### src/rtl/fp_timing_pkg.sv
// Shared timing constants, types and operand-time helpers for the processor and float coprocessor ends.
package fp_timing_pkg;

  // Clock period.
  localparam int CLK_NS = 100;

  // Memory technology on the shared bus and operand precision.
  typedef enum logic {MEM_BIPOLAR, MEM_CORE16K} mem_kind_t;
  typedef enum logic [1:0] {OPK_INT, OPK_LONG, OPK_FLOAT, OPK_DOUBLE} op_kind_t;

  // Least times round up to whole cycles.
  function automatic int cyc_up(input int ns);
    return (ns + CLK_NS - 1) / CLK_NS;
  endfunction

  // Longest times round down, never below one cycle.
  function automatic int cyc_dn(input int ns);
    return (ns / CLK_NS < 1) ? 1 : ns / CLK_NS;
  endfunction

  // Handoff of an instruction to the coprocessor.
  localparam int HANDOFF_NS = 600;
  localparam int COP_JOIN_NS = 150;
  localparam int COP_PRIOR_NS = 450;
  localparam int HANDOFF_CYC = cyc_up(HANDOFF_NS);
  localparam int JOIN_CYC = cyc_up(COP_JOIN_NS);

  // Operand address calculation per mode.
  localparam int CALC_BIP_NS [8] = '{1120, 1260, 1260, 1650, 1260, 1800, 1650, 2080};
  localparam int CALC_CORE_NS [8] = '{1120, 1260, 1260, 2200, 1260, 2370, 2200, 3350};

  // One memory access per operand word, and the memory management surcharge.
  localparam int ACCESS_BIP_NS = 990;
  localparam int ACCESS_CORE_NS = 1820;
  localparam int MM_ACCESS_NS = 90;

  // Processor disengage from the coprocessor.
  localparam int DISENG_BIP_NS = 450;
  localparam int DISENG_CORE_NS = 1140;

  // Interrupt timing bounds.
  localparam int ACK_MAX_BIP_NS = 9000;
  localparam int ACK_MAX_CORE_NS = 12620;
  localparam int SVC_BIP_NS = 2250;
  localparam int SVC_CORE_NS = 5440;
  localparam int TOTAL_WORST_BIP_NS = 11250;
  localparam int TOTAL_WORST_MM_NS = 11700;
  localparam int TOTAL_AVG_BIP_NS = 3950;
  localparam int TOTAL_AVG_MM_NS = 4400;
  localparam int INSTR_MAX_BIP_CYC = cyc_dn(ACK_MAX_BIP_NS);
  localparam int INSTR_MAX_CORE_CYC = cyc_dn(ACK_MAX_CORE_NS);
  localparam int SVC_BIP_CYC = cyc_dn(SVC_BIP_NS);
  localparam int SVC_CORE_CYC = cyc_dn(SVC_CORE_NS);

  // Words fetched per operand precision.
  function automatic int op_words(input op_kind_t k);
    case (k)
      OPK_INT: return 1;
      OPK_DOUBLE: return 4;
      default: return 2;
    endcase
  endfunction

  // One memory access in cycles.
  function automatic int access_cycles(input mem_kind_t m, input logic mm);
    return cyc_up((m == MEM_BIPOLAR ? ACCESS_BIP_NS : ACCESS_CORE_NS) + (mm ? MM_ACCESS_NS : 0));
  endfunction

  // Operand time: calculation plus one access per word, none in mode 0.
  function automatic int operand_cycles(input mem_kind_t m, input logic [2:0] mode, input op_kind_t k,
                                        input logic mm);
    int calc;
    int acc;
    calc = (m == MEM_BIPOLAR) ? CALC_BIP_NS[mode] : CALC_CORE_NS[mode];
    acc = (m == MEM_BIPOLAR ? ACCESS_BIP_NS : ACCESS_CORE_NS) + (mm ? MM_ACCESS_NS : 0);
    return cyc_up(calc + ((mode == 3'h0) ? 0 : op_words(k) * acc));
  endfunction

endpackage

### src/rtl/float_coprocessor_if.sv
// Link between the processor and the float coprocessor.
`timescale 1ns/1ps
`default_nettype none
interface float_coprocessor_if;
  import fp_timing_pkg::*;
  logic hand_active;
  logic hand_join;
  logic [2:0] hand_mode;
  op_kind_t hand_kind;
  logic [7:0] hand_exec;
  mem_kind_t hand_mem;
  logic hand_mm;
  logic cop_ready;

  modport cpu_side (output hand_active, hand_join, hand_mode, hand_kind, hand_exec, hand_mem, hand_mm,
                    input cop_ready);
  modport cop_side (input hand_active, hand_join, hand_mode, hand_kind, hand_exec, hand_mem, hand_mm,
                    output cop_ready);
endinterface
`default_nettype wire

### src/rtl/phase_timer.sv
// Down-counter that times one phase of a sequence.
`timescale 1ns/1ps
`default_nettype none
module phase_timer import fp_timing_pkg::*; #(
  parameter int W = 8
) (
  // Clock, reset, enable
  input wire logic clk,
  input wire logic sys_rst,
  input wire logic ce,
  // Load and status
  input wire logic load,
  input wire logic [W-1:0] load_val,
  output logic [W-1:0] count,
  output logic done
);
  logic [W-1:0] count_reg;
  logic [W-1:0] count_next;

  if (W < 2) begin : g_bad_width
    $error("phase_timer needs W of at least 2");
  end

  always_comb begin
    count_next = count_reg;
    if (load) begin
      count_next = load_val;
    end else if (count_reg != '0) begin
      count_next = count_reg - 1'b1;
    end
  end

  always_ff @(posedge clk) begin
    if (sys_rst) begin
      count_reg <= '0;
    end else if (ce) begin
      count_reg <= count_next;
    end
  end

  assign count = count_reg;
  assign done = (count_reg == {{(W-1){1'b0}}, 1'b1});
endmodule
`default_nettype wire

### src/rtl/cpu_end.sv
// Processor end: instruction sequencing, coprocessor handoff and interrupt acknowledge.
`timescale 1ns/1ps
`default_nettype none
module cpu_end import fp_timing_pkg::*; #(
  parameter int CW = 8
) (
  // Clock, reset, enable
  input wire logic clk,
  input wire logic sys_rst,
  input wire logic ce,
  // Instruction issue
  input wire logic instr_valid,
  input wire logic instr_float,
  input wire logic [2:0] instr_src_mode,
  input wire op_kind_t instr_op_kind,
  input wire logic [7:0] instr_exec_cyc,
  input wire logic [7:0] ord_cyc,
  output logic instr_taken,
  output logic cpu_busy,
  // System configuration
  input wire mem_kind_t mem_kind,
  input wire logic mm_on,
  // Interrupt request pin and acknowledge
  input wire logic bus_interrupt_request,
  output logic irq_ack,
  output logic svc_fetch,
  // Coprocessor link
  float_coprocessor_if.cpu_side link
);
  typedef enum {ST_IDLE, ST_ORD, ST_WAITCOP, ST_HAND, ST_OPER, ST_DISENG, ST_FETCH, ST_SVC} cpu_state_t;

  if (CW < 8) begin : g_bad_width
    $error("cpu_end needs CW of at least 8");
  end

  cpu_state_t state_reg;
  cpu_state_t state_next;
  logic irq_s1_reg;
  logic irq_s2_reg;
  logic taken_reg;
  logic taken_next;
  logic ack_reg;
  logic ack_next;
  logic svc_reg;
  logic svc_next;
  logic busy_reg;
  logic busy_next;
  logic act_reg;
  logic act_next;
  logic join_reg;
  logic join_next;
  logic [2:0] mode_reg;
  logic [2:0] mode_next;
  op_kind_t kind_reg;
  op_kind_t kind_next;
  logic [7:0] exec_reg;
  logic [7:0] exec_next;
  mem_kind_t mem_reg;
  mem_kind_t mem_next;
  logic mm_reg;
  logic mm_next;
  logic t_load;
  logic [CW-1:0] t_val;
  logic [CW-1:0] t_count;
  logic t_done;
  logic [CW-1:0] instr_cap;

  phase_timer #(.W(CW)) u_timer (
    .clk(clk),
    .sys_rst(sys_rst),
    .ce(ce),
    .load(t_load),
    .load_val(t_val),
    .count(t_count),
    .done(t_done)
  );

  // Request pin passes two flip-flops.
  always_ff @(posedge clk) begin
    if (sys_rst) begin
      irq_s1_reg <= 1'b0;
      irq_s2_reg <= 1'b0;
    end else if (ce) begin
      irq_s1_reg <= bus_interrupt_request;
      irq_s2_reg <= irq_s1_reg;
    end
  end

  // Execute part is capped so that, with its fetch, it fits within the slowest instruction.
  assign instr_cap = (mem_kind == MEM_BIPOLAR) ? CW'(INSTR_MAX_BIP_CYC - access_cycles(mem_kind, mm_on)) :
                                                 CW'(INSTR_MAX_CORE_CYC - access_cycles(mem_kind, mm_on));

  always_comb begin
    state_next = state_reg;
    taken_next = 1'b0;
    ack_next = 1'b0;
    svc_next = 1'b0;
    mode_next = mode_reg;
    kind_next = kind_reg;
    exec_next = exec_reg;
    mem_next = mem_reg;
    mm_next = mm_reg;
    t_load = 1'b0;
    t_val = '0;
    case (state_reg)
      ST_IDLE: begin
        if (instr_valid) begin
          taken_next = 1'b1;
          mode_next = instr_src_mode;
          kind_next = instr_op_kind;
          exec_next = instr_exec_cyc;
          mem_next = mem_kind;
          mm_next = mm_on;
          if (instr_float) begin
            if (link.cop_ready) begin
              state_next = ST_HAND;
              t_load = 1'b1;
              t_val = CW'(HANDOFF_CYC);
            end else begin
              state_next = ST_WAITCOP;
            end
          end else begin
            state_next = ST_ORD;
            t_load = 1'b1;
            if (ord_cyc == 8'h00) begin
              t_val = CW'(1);
            end else if (CW'(ord_cyc) > instr_cap) begin
              t_val = instr_cap;
            end else begin
              t_val = CW'(ord_cyc);
            end
          end
        end
      end
      ST_ORD: begin
        if (t_done) begin
          state_next = ST_FETCH;
          t_load = 1'b1;
          t_val = CW'(access_cycles(mem_reg, mm_reg));
        end
      end
      ST_WAITCOP: begin
        if (link.cop_ready) begin
          state_next = ST_HAND;
          t_load = 1'b1;
          t_val = CW'(HANDOFF_CYC);
        end
      end
      ST_HAND: begin
        if (t_done) begin
          state_next = ST_OPER;
          t_load = 1'b1;
          t_val = CW'(operand_cycles(mem_reg, mode_reg, kind_reg, mm_reg));
        end
      end
      ST_OPER: begin
        if (t_done) begin
          state_next = ST_DISENG;
          t_load = 1'b1;
          t_val = (mem_reg == MEM_BIPOLAR) ? CW'(cyc_up(DISENG_BIP_NS)) : CW'(cyc_up(DISENG_CORE_NS));
        end
      end
      ST_DISENG: begin
        if (t_done) begin
          state_next = ST_FETCH;
          t_load = 1'b1;
          t_val = CW'(access_cycles(mem_reg, mm_reg));
        end
      end
      ST_FETCH: begin
        if (t_done) begin
          if (irq_s2_reg) begin
            ack_next = 1'b1;
            state_next = ST_SVC;
            t_load = 1'b1;
            t_val = (mem_reg == MEM_BIPOLAR) ? CW'(SVC_BIP_CYC) : CW'(SVC_CORE_CYC);
          end else begin
            state_next = ST_IDLE;
          end
        end
      end
      ST_SVC: begin
        if (t_done) begin
          svc_next = 1'b1;
          state_next = ST_IDLE;
        end
      end
      default: begin
        state_next = ST_IDLE;
      end
    endcase
    busy_next = (state_next != ST_IDLE);
    act_next = (state_next == ST_HAND);
    join_next = (state_reg == ST_HAND) && !t_done && (t_count - 1'b1 <= CW'(JOIN_CYC));
  end

  always_ff @(posedge clk) begin
    if (sys_rst) begin
      state_reg <= ST_IDLE;
      taken_reg <= 1'b0;
      ack_reg <= 1'b0;
      svc_reg <= 1'b0;
      busy_reg <= 1'b0;
      act_reg <= 1'b0;
      join_reg <= 1'b0;
      mode_reg <= 3'h0;
      kind_reg <= OPK_INT;
      exec_reg <= 8'h00;
      mem_reg <= MEM_BIPOLAR;
      mm_reg <= 1'b0;
    end else if (ce) begin
      state_reg <= state_next;
      taken_reg <= taken_next;
      ack_reg <= ack_next;
      svc_reg <= svc_next;
      busy_reg <= busy_next;
      act_reg <= act_next;
      join_reg <= join_next;
      mode_reg <= mode_next;
      kind_reg <= kind_next;
      exec_reg <= exec_next;
      mem_reg <= mem_next;
      mm_reg <= mm_next;
    end
  end

  assign instr_taken = taken_reg;
  assign cpu_busy = busy_reg;
  assign irq_ack = ack_reg;
  assign svc_fetch = svc_reg;
  assign link.hand_active = act_reg;
  assign link.hand_join = join_reg;
  assign link.hand_mode = mode_reg;
  assign link.hand_kind = kind_reg;
  assign link.hand_exec = exec_reg;
  assign link.hand_mem = mem_reg;
  assign link.hand_mm = mm_reg;
endmodule
`default_nettype wire

### src/flat_wrapper.sv
// flat-port wrapper written by rule: the top's interface ports become plain ports
module cpu_end_flat import fp_timing_pkg::*;
#(
  parameter int CW = 8
)
  (clk, sys_rst, ce, instr_valid, instr_float, instr_src_mode, instr_op_kind, instr_exec_cyc, ord_cyc, instr_taken, cpu_busy, mem_kind, mm_on, bus_interrupt_request, irq_ack, svc_fetch, link_hand_active, link_hand_join, link_hand_mode, link_hand_kind, link_hand_exec, link_hand_mem, link_hand_mm, link_cop_ready);
  float_coprocessor_if link_i ();
  input wire logic clk;
  input wire logic sys_rst;
  input wire logic ce;
  input wire logic instr_valid;
  input wire logic instr_float;
  input wire logic [2:0] instr_src_mode;
  input wire op_kind_t instr_op_kind;
  input wire logic [7:0] instr_exec_cyc;
  input wire logic [7:0] ord_cyc;
  output logic instr_taken;
  output logic cpu_busy;
  input wire mem_kind_t mem_kind;
  input wire logic mm_on;
  input wire logic bus_interrupt_request;
  output logic irq_ack;
  output logic svc_fetch;
  output wire logic [$bits(link_i.hand_active)-1:0] link_hand_active;
  output wire logic [$bits(link_i.hand_join)-1:0] link_hand_join;
  output wire logic [$bits(link_i.hand_mode)-1:0] link_hand_mode;
  output wire logic [$bits(link_i.hand_kind)-1:0] link_hand_kind;
  output wire logic [$bits(link_i.hand_exec)-1:0] link_hand_exec;
  output wire logic [$bits(link_i.hand_mem)-1:0] link_hand_mem;
  output wire logic [$bits(link_i.hand_mm)-1:0] link_hand_mm;
  input wire logic [$bits(link_i.cop_ready)-1:0] link_cop_ready;
  assign link_hand_active = link_i.hand_active;
  assign link_hand_join = link_i.hand_join;
  assign link_hand_mode = link_i.hand_mode;
  assign link_hand_kind = link_i.hand_kind;
  assign link_hand_exec = link_i.hand_exec;
  assign link_hand_mem = link_i.hand_mem;
  assign link_hand_mm = link_i.hand_mm;
  assign link_i.cop_ready = link_cop_ready;
  cpu_end #(.CW(CW)) u_core (.clk(clk), .sys_rst(sys_rst), .ce(ce), .instr_valid(instr_valid), .instr_float(instr_float), .instr_src_mode(instr_src_mode), .instr_op_kind(instr_op_kind), .instr_exec_cyc(instr_exec_cyc), .ord_cyc(ord_cyc), .instr_taken(instr_taken), .cpu_busy(cpu_busy), .mem_kind(mem_kind), .mm_on(mm_on), .bus_interrupt_request(bus_interrupt_request), .irq_ack(irq_ack), .svc_fetch(svc_fetch), .link(link_i));
endmodule
### config.mk
export PLATFORM = sky130hd
export DESIGN_NAME = cpu_end_flat
export DESIGN_NICKNAME = d
export VERILOG_FILES = /design/src/rtl/fp_timing_pkg.sv /design/src/rtl/float_coprocessor_if.sv /design/src/rtl/phase_timer.sv /design/src/rtl/cpu_end.sv /design/src/flat_wrapper.sv
export SDC_FILE = /design/constraint.sdc
export NUM_CORES = 1
export LEC_CHECK = 0
export BUFFER_PORTS_ARGS = -buffer_cell sky130_fd_sc_hd__buf_2
export CAP_MARGIN = 0
export CELL_PAD_IN_SITES_DETAIL_PLACEMENT = 2
export CELL_PAD_IN_SITES_GLOBAL_PLACEMENT = 2
export CORE_MARGIN = 4
export CORE_UTILIZATION = 40
export CTS_BUF_LIST = sky130_fd_sc_hd__clkbuf_8
export DETAILED_ROUTE_END_ITERATION = 8
export HOLD_SLACK_MARGIN = 0.08
export PLACE_DENSITY = 0.95
export SYNTH_ARGS = -nofsm -noshare
export SYNTH_HDL_FRONTEND = slang
export SYNTH_SLANG_ARGS = --single-unit
### constraint.sdc
create_clock -name clk -period 35.8 [get_ports clk]
set_input_delay 1.79 -clock clk [delete_from_list [all_inputs] [get_ports clk]]
set_output_delay 1.79 -clock clk [all_outputs]
set_load 0.05 [all_outputs]
== Word-level counts from Yosys, hierarchy flattened ==
Memory sizes are Yosys's and may differ from the RTL's.
Cells that the tools add are included.

* Output and inout bits: 21
* Memories kept: 2
* Bits of input ports: 30
* Logic and storage cells: 113
* Bits in registers: 63
* Bits in read-only memories: 512

{| class="wikitable"
|+ Memories
! memory !! words !! bits a word !! read ports !! clocked after Yosys merged registers in !! wr ports !! RTL line !! source
|-
| (name not given) || 8 || 32 || 1 || 0 || 0 || fp_timing_pkg.sv:74 || <nowiki>calc = (m == MEM_BIPOLAR) ? CALC_BIP_NS[mode] : CALC_CORE_NS[mode];</nowiki>
|-
| (name not given) || 8 || 32 || 1 || 0 || 0 || fp_timing_pkg.sv:74 ||
|}

* Reduce and logical (&&, ||, !) cells: 14
* Bitwise gates (word level): 1
* Muxes and demuxes: 51
* Add/subtract/negate cells: 12
* Equality and inequality tests: 11
* Multipliers: 1
* Magnitude comparators: 3
* Divide/modulo/power cells: 3

{| class="wikitable"
|+ Operator list
! cell !! number
|-
| 32-bit 2-to-1 mux || 15
|-
| 32-bit one-hot mux with 7 select lines || 1
|-
| 32-bit by 3-bit == test with 1-bit output (second input constant) || 6
|-
| 32-bit by 8-bit adder with 32-bit output (second input constant) || 3
|-
| 32-bit by 8-bit divider with 32-bit output (second input constant) || 3
|-
| 8-bit 2-to-1 mux || 12
|-
| 32-bit by 2-bit subtractor with 32-bit output (second input constant) || 3
|-
| 32-bit adder || 2
|-
| 32-bit by 2-bit == test with 1-bit output (second input constant) || 2
|-
| 8-bit one-hot mux with 6 select lines || 1
|-
| 32-bit by 1-bit == test with 1-bit output (second input constant) || 1
|-
| 32-bit zero test || 1
|-
| 32-bit by 32-bit multiplier with 32-bit output || 1
|-
| 32-bit nonzero test || 1
|-
| 11-bit 2-to-1 mux || 2
|-
| 8-bit subtractor (first input constant) || 2
|-
| 7-bit 2-to-1 mux || 2
|-
| 11-bit by 7-bit adder with 12-bit output || 1
|-
| 1-bit 2-to-1 mux || 11
|-
| 8-bit by 1-bit == test with 1-bit output (second input constant) || 1
|-
| 8-bit greater-than comparator || 1
|-
| 8-bit by 2-bit <= comparator with 1-bit output (second input constant) || 1
|-
| 8-bit zero test || 1
|-
| 8-bit nonzero test || 1
|-
| 19 further kinds || 21
|}

== Longest topological paths before layout ==
* Depth in word-level cells: 14
* Mapped depth: 52
* Depth with buffers taken out: 46

== Cells and area by module ==
A second synthesis with hierarchy kept.

* Cell total of the unflattened synthesis: 1,023
* Area total of the unflattened synthesis: 7,897.6 um^2

{| class="wikitable"
|+ By module, submodules not included
! module !! seq. area each (um^2) !! times used !! cells an instance !! area each (um^2)
|-
| cpu_end || 1,101.1 || 1 || 952 || 7,317.0
|-
| phase_timer || 160.2 || 1 || 71 || 580.6
|}

== Worst setup path after synthesis ==
Ideal clock, no wire load.

* Kind: reg2reg
* From: register u_core.mem_reg (netlist: u_core.link.hand_mem)
* To: register u_core.u_timer.count_reg[0] (netlist: u_core.u_timer.count[0])
* Cell stages (with the launch flop): 48
* Arrival time: 11.611 ns
* Slack: 24.119 ns
* Buffers on the path: 4
* Cells stage by stage: dfxtp_1 clkbuf_1 inv_1 ha_1 clkbuf_1 and2_1 fa_1 ha_1 ha_1 ha_1 ha_1 fa_1 ha_1 ha_1 nand3_1 a2bb2oi_2 nand2b_1 xnor2_1 [... 12 more ...] o22ai_2 nand2_1 and3_1 a211oi_2 a31oi_1 xnor2_1 or4_1 nand3_2 mux2i_1 nand4_1 and3_1 buf_2 o32ai_1 a22oi_1 nor3_1 nor2_1 or4b_1 a21oi_1

* Longest elaborated chain between the ends: 11
* Elaborated cells between the ends (all ways): 18
* Classes of those cells: add/sub (6); mul (1); div (2); mux (9)

{| class="wikitable"
|+ Ends and longest elaborated chain
! what !! RTL line !! source
|-
| from (decl) || cpu_end.sv:58 || <nowiki>mem_kind_t mem_reg;</nowiki>
|-
| from (signal assigned) || cpu_end.sv:222 || <nowiki>mem_reg <= mem_next;</nowiki>
|-
| 11-bit 2-to-1 mux || fp_timing_pkg.sv:66, fp_timing_pkg.sv:75 ||
|-
| 32-bit adder || fp_timing_pkg.sv:66, fp_timing_pkg.sv:75 ||
|-
| 32-bit by 32-bit multiplier with 32-bit output || fp_timing_pkg.sv:76 || <nowiki>return cyc_up(calc + ((mode == 3'h0) ? 0 : op_words(k) * acc));</nowiki>
|-
| 32-bit 2-to-1 mux || fp_timing_pkg.sv:76 ||
|-
| 32-bit adder || fp_timing_pkg.sv:76 ||
|-
| 32-bit by 8-bit adder with 32-bit output || fp_timing_pkg.sv:13 || <nowiki>return (ns + CLK_NS - 1) / CLK_NS;</nowiki>
|-
| 32-bit by 2-bit subtractor with 32-bit output || fp_timing_pkg.sv:13 ||
|-
| 32-bit by 8-bit divider with 32-bit output || fp_timing_pkg.sv:13 ||
|-
| 8-bit 2-to-1 mux || cpu_end.sv:150 || <nowiki>if (t_done) begin</nowiki>
|-
| 8-bit one-hot mux with 6 select lines * || cpu_end.sv:105 || <nowiki>case (state_reg)</nowiki>
|-
| 8-bit 2-to-1 mux * || phase_timer.sv:26 || <nowiki>if (load) begin</nowiki>
|-
| to (signal assigned) || phase_timer.sv:37 || <nowiki>count_reg <= count_next;</nowiki>
|-
| to (decl) || phase_timer.sv:17 || <nowiki>logic [W-1:0] count_reg;</nowiki>
|}

Mark *: on every way between the ends. The rest lies on a longest branch, timed or not.
A chain may end at the register's enable or synchronous reset.

== Final worst setup path ==
Ends and elaborated chain as after synthesis.

==> metrics.csv <==
stage,metric,value,unit
drt,via_per_inst,7.12,
clocking,clockRootBuffer,clkbuf_8,
sta,hold_viol,0,
floorplanning,pin_count,51,
finish,regArea,0.00126,mm²
grt,grt_pass1_wl,68.5,mm
grt,antenna_found_initial,0,
sta,period_needed,15.49,ns
yosys,synthesis.nets,1266,
setup_path,crit_family,compound AO/OA/AOI/OAI gates,
power_and_ir_drop,internal_power,245,µW
sta,fmax,64.6,MHz
finish,diodes,0,
setup_path,slowest_delay,0.93,ns
yosys,synth_area_leaders,"ha_1 (18%), dfxtp_1 (15%), a21oi_1 (4.6%)",
sta,maxSlewHeadroom,16.2,%
setup_path,crit_fanout,23,
drt,wl_per_cell,31.0,µm
placement,post_dp_cell_area,0.00896,mm²
yosys,synth_ff_type,dfxtp_1,
clocking,cts_resized,0,
finish,fillers,2339,
finish,syn_to_final_growth,7.66,%
clocking,ctsHoldBuffers,0,
finish,nets,1290,
setup_path,critPathSlowestCell,dfxtp_1,
finish,final_util,43.7,%
clocking,cts_inserted_buffers,9,
sta,worst_pin_slew,1.26,ns
clocking,clock_sinks,63,
placement,port_buffers,50,
sta,drv_slew,0,
sta,finClkSkew,0.0225,ns
sta,setup_violations,0,
hold_path,hold_path_class,reg -> reg,
clocking,clock_latency,0.38,ns
yosys,synth_edf_count,0,
yosys,yosys_warnings,0,
yosys,ys_seq_area_share,14.8,%
power_and_ir_drop,peakVddDrop,0.0263,mV
floorplanning,die_h,154,µm
yosys,synth_seq_cells,63,
clocking,cts_setup_buffers,0,
run_status,status,completed,
setup_path,crit_arrival,15.79,ns
clocking,cts_buffer_depth,2,
drt,wl,43.7,mm
power_and_ir_drop,leakage,4.07,nW
power_and_ir_drop,combPwrFrac,72.3,%
setup_path,start_kind,register,
yosys,synth_top_area_share,17.7,%
job,maxCapViolCount,0,
grt,grt_remaining_overflow,0,
power_and_ir_drop,p_switching,344,µW
yosys,yosys.area.top_type,ha_1,
setup_path,cp-end-kind,register,
setup_path,crit_buf_inv,2,
yosys,synthArstFlopShare,0,%
yosys,syn_avg_cell_area,7.73,µm²
floorplanning,rows,53,
floorplanning,initial_core_util,40.6,%
setup_path,path_common_cell,ha_1,
grt,grt_usage,36.1,%
clocking,htreeDepth,3,
power_and_ir_drop,p_total,589,µW
power_and_ir_drop,power_density,64.1,mW/mm²
clocking,clk_pin_slew,0.09,ns
sta,fin_tns_setup,0,ns
setup_path,cp.required,36.10,ns
grt,first_global_vias,11100,
finish,multi_input_area,0.00688,mm²
drt,drc,0,
floorplanning,die_area,0.0237,mm²
drt,vias,10000,
yosys,syn_inst,1105,
grt,grt_max_degree,37,
sta,rsz0062_at_grt,false,
drt,drtIter0Drc,991,
finish,drive_gt1_share,10.8,%
sta,whs,0.472,ns
clocking,cts_tree,yes,
placement,dp_hpwl,28.7,mm
yosys,syn_area,0.00854,mm²
placement,place.gp.congestion,0.886,
drt,dr.pass1.iters,7,
floorplanning,die_w,154,µm
finish,stdcell_area,0.00919,mm²
power_and_ir_drop,power_frac_seq,14.4,%
yosys,synthTopCellsByCount,"ha_1 (121), nand2_1 (100), nor2_1 (100), a21oi_1 (78), dfxtp_1 (63)",
finish,largest_reg_flops,32,
floorplanning,core_area,0.0210,mm²
drt,ant_nets,0,
sta,fin_crit_sh,43.3,%
yosys,yosysMostFrequentCell,ha_1,
power_and_ir_drop,p_sw_share,58.4,%
yosys,synth_cell_types,103,
setup_path,path_class,reg -> reg,
power_and_ir_drop,clkPwrFrac,13.3,%
## cells by family (layout without fill, tap and decap cells)
kind of cell / Yosys count / after routing / share of synthesized area (%)
compound gates: 336 / 336 / 28.9
buf+inv: 96 / 125 / 4.67
mux: 19 / 19 / 2.33
flops: 63 / 63 / 14.8
xor+xnor: 39 / 39 / 4.00
simple gates: 419 / 419 / 25.0
fa+ha+maj: 133 / 133 / 20.3
## metrics by stage
step,instances,worst slack (ns)
floorplan,1105,24.12
global placement,1393,23.14
detailed placement,1393,21.72
CTS,1409,21.06
global route,1409,19.76
finish,1409,20.31
## cell type report
type	count	area share (%)
clock buffer	10	1.50
inverter	57	2.33
tap	275	3.74
timing repair buffer	52	2.89
multi-input combinational	946	74.8
sequential	63	13.7
clock inverter	6	1.01
## tightest hold or removal path, cell delays in order, from the launching register on
cell and delay [ns]:
dfxtp_1 0.32, nand2_1 0.05, a21oi_1 0.05
## layer usage
metal	routed length, µm	GRT usage (%)	part of all wire, %	up-vias
li1	-	-	-	4128
met4	3040	21.7	6.9	0
met1	16900	41.5	39	5014
met5	0	0	0	-
met2	20900	62.3	48	626
met3	2880	6.19	6.6	270
## cell usage in the layout, fill, tap and decap left out, types with 15 or more instances in the layout
master    synthesis  layout
ha_1            121     121
o21ai_0          53      53
dfxtp_1          63      63
buf_2            10      50
nor3_1           20      20
nand2_1         100     100
a21oi_1          78      78
nor2_1          100     100
a211oi_1         19      19
and2_1           47      47
xnor2_1          25      25
o21a_1           15      15
mux2i_1          15      15
nand3_1          31      31
inv_1            56      56
o211ai_1         19      19
nor2b_1          26      26
nor4_1           20      20
nand2b_1         15      15
## worst paths after layout
check | start | endpoint | slack, ns | cells past startpoint
worst max-delay path | u_core.link.hand_mem | u_core.u_timer.count[0] | 20.31 | 46
worst min-delay path | u_core.link.hand_exec[1] | u_core.link.hand_exec[1] | 0.47 | 2
worst max register to register | u_core.link.hand_mem | u_core.u_timer.count[0] | 20.31 | 46
worst min register to register | u_core.link.hand_exec[1] | u_core.link.hand_exec[1] | 0.47 | 2
## power groups by stage
stage               combinational (mW)  sequential (mW)  clock (mW)
global placement                 0.329           0.0833           0
finish                           0.426           0.0848      0.0785
floorplan                        0.262           0.0843           0
CTS                              0.404           0.0840      0.0778
global route                     0.442           0.0848      0.0802
detailed placement               0.374           0.0844           0
(Power assumes the default switching activity.)
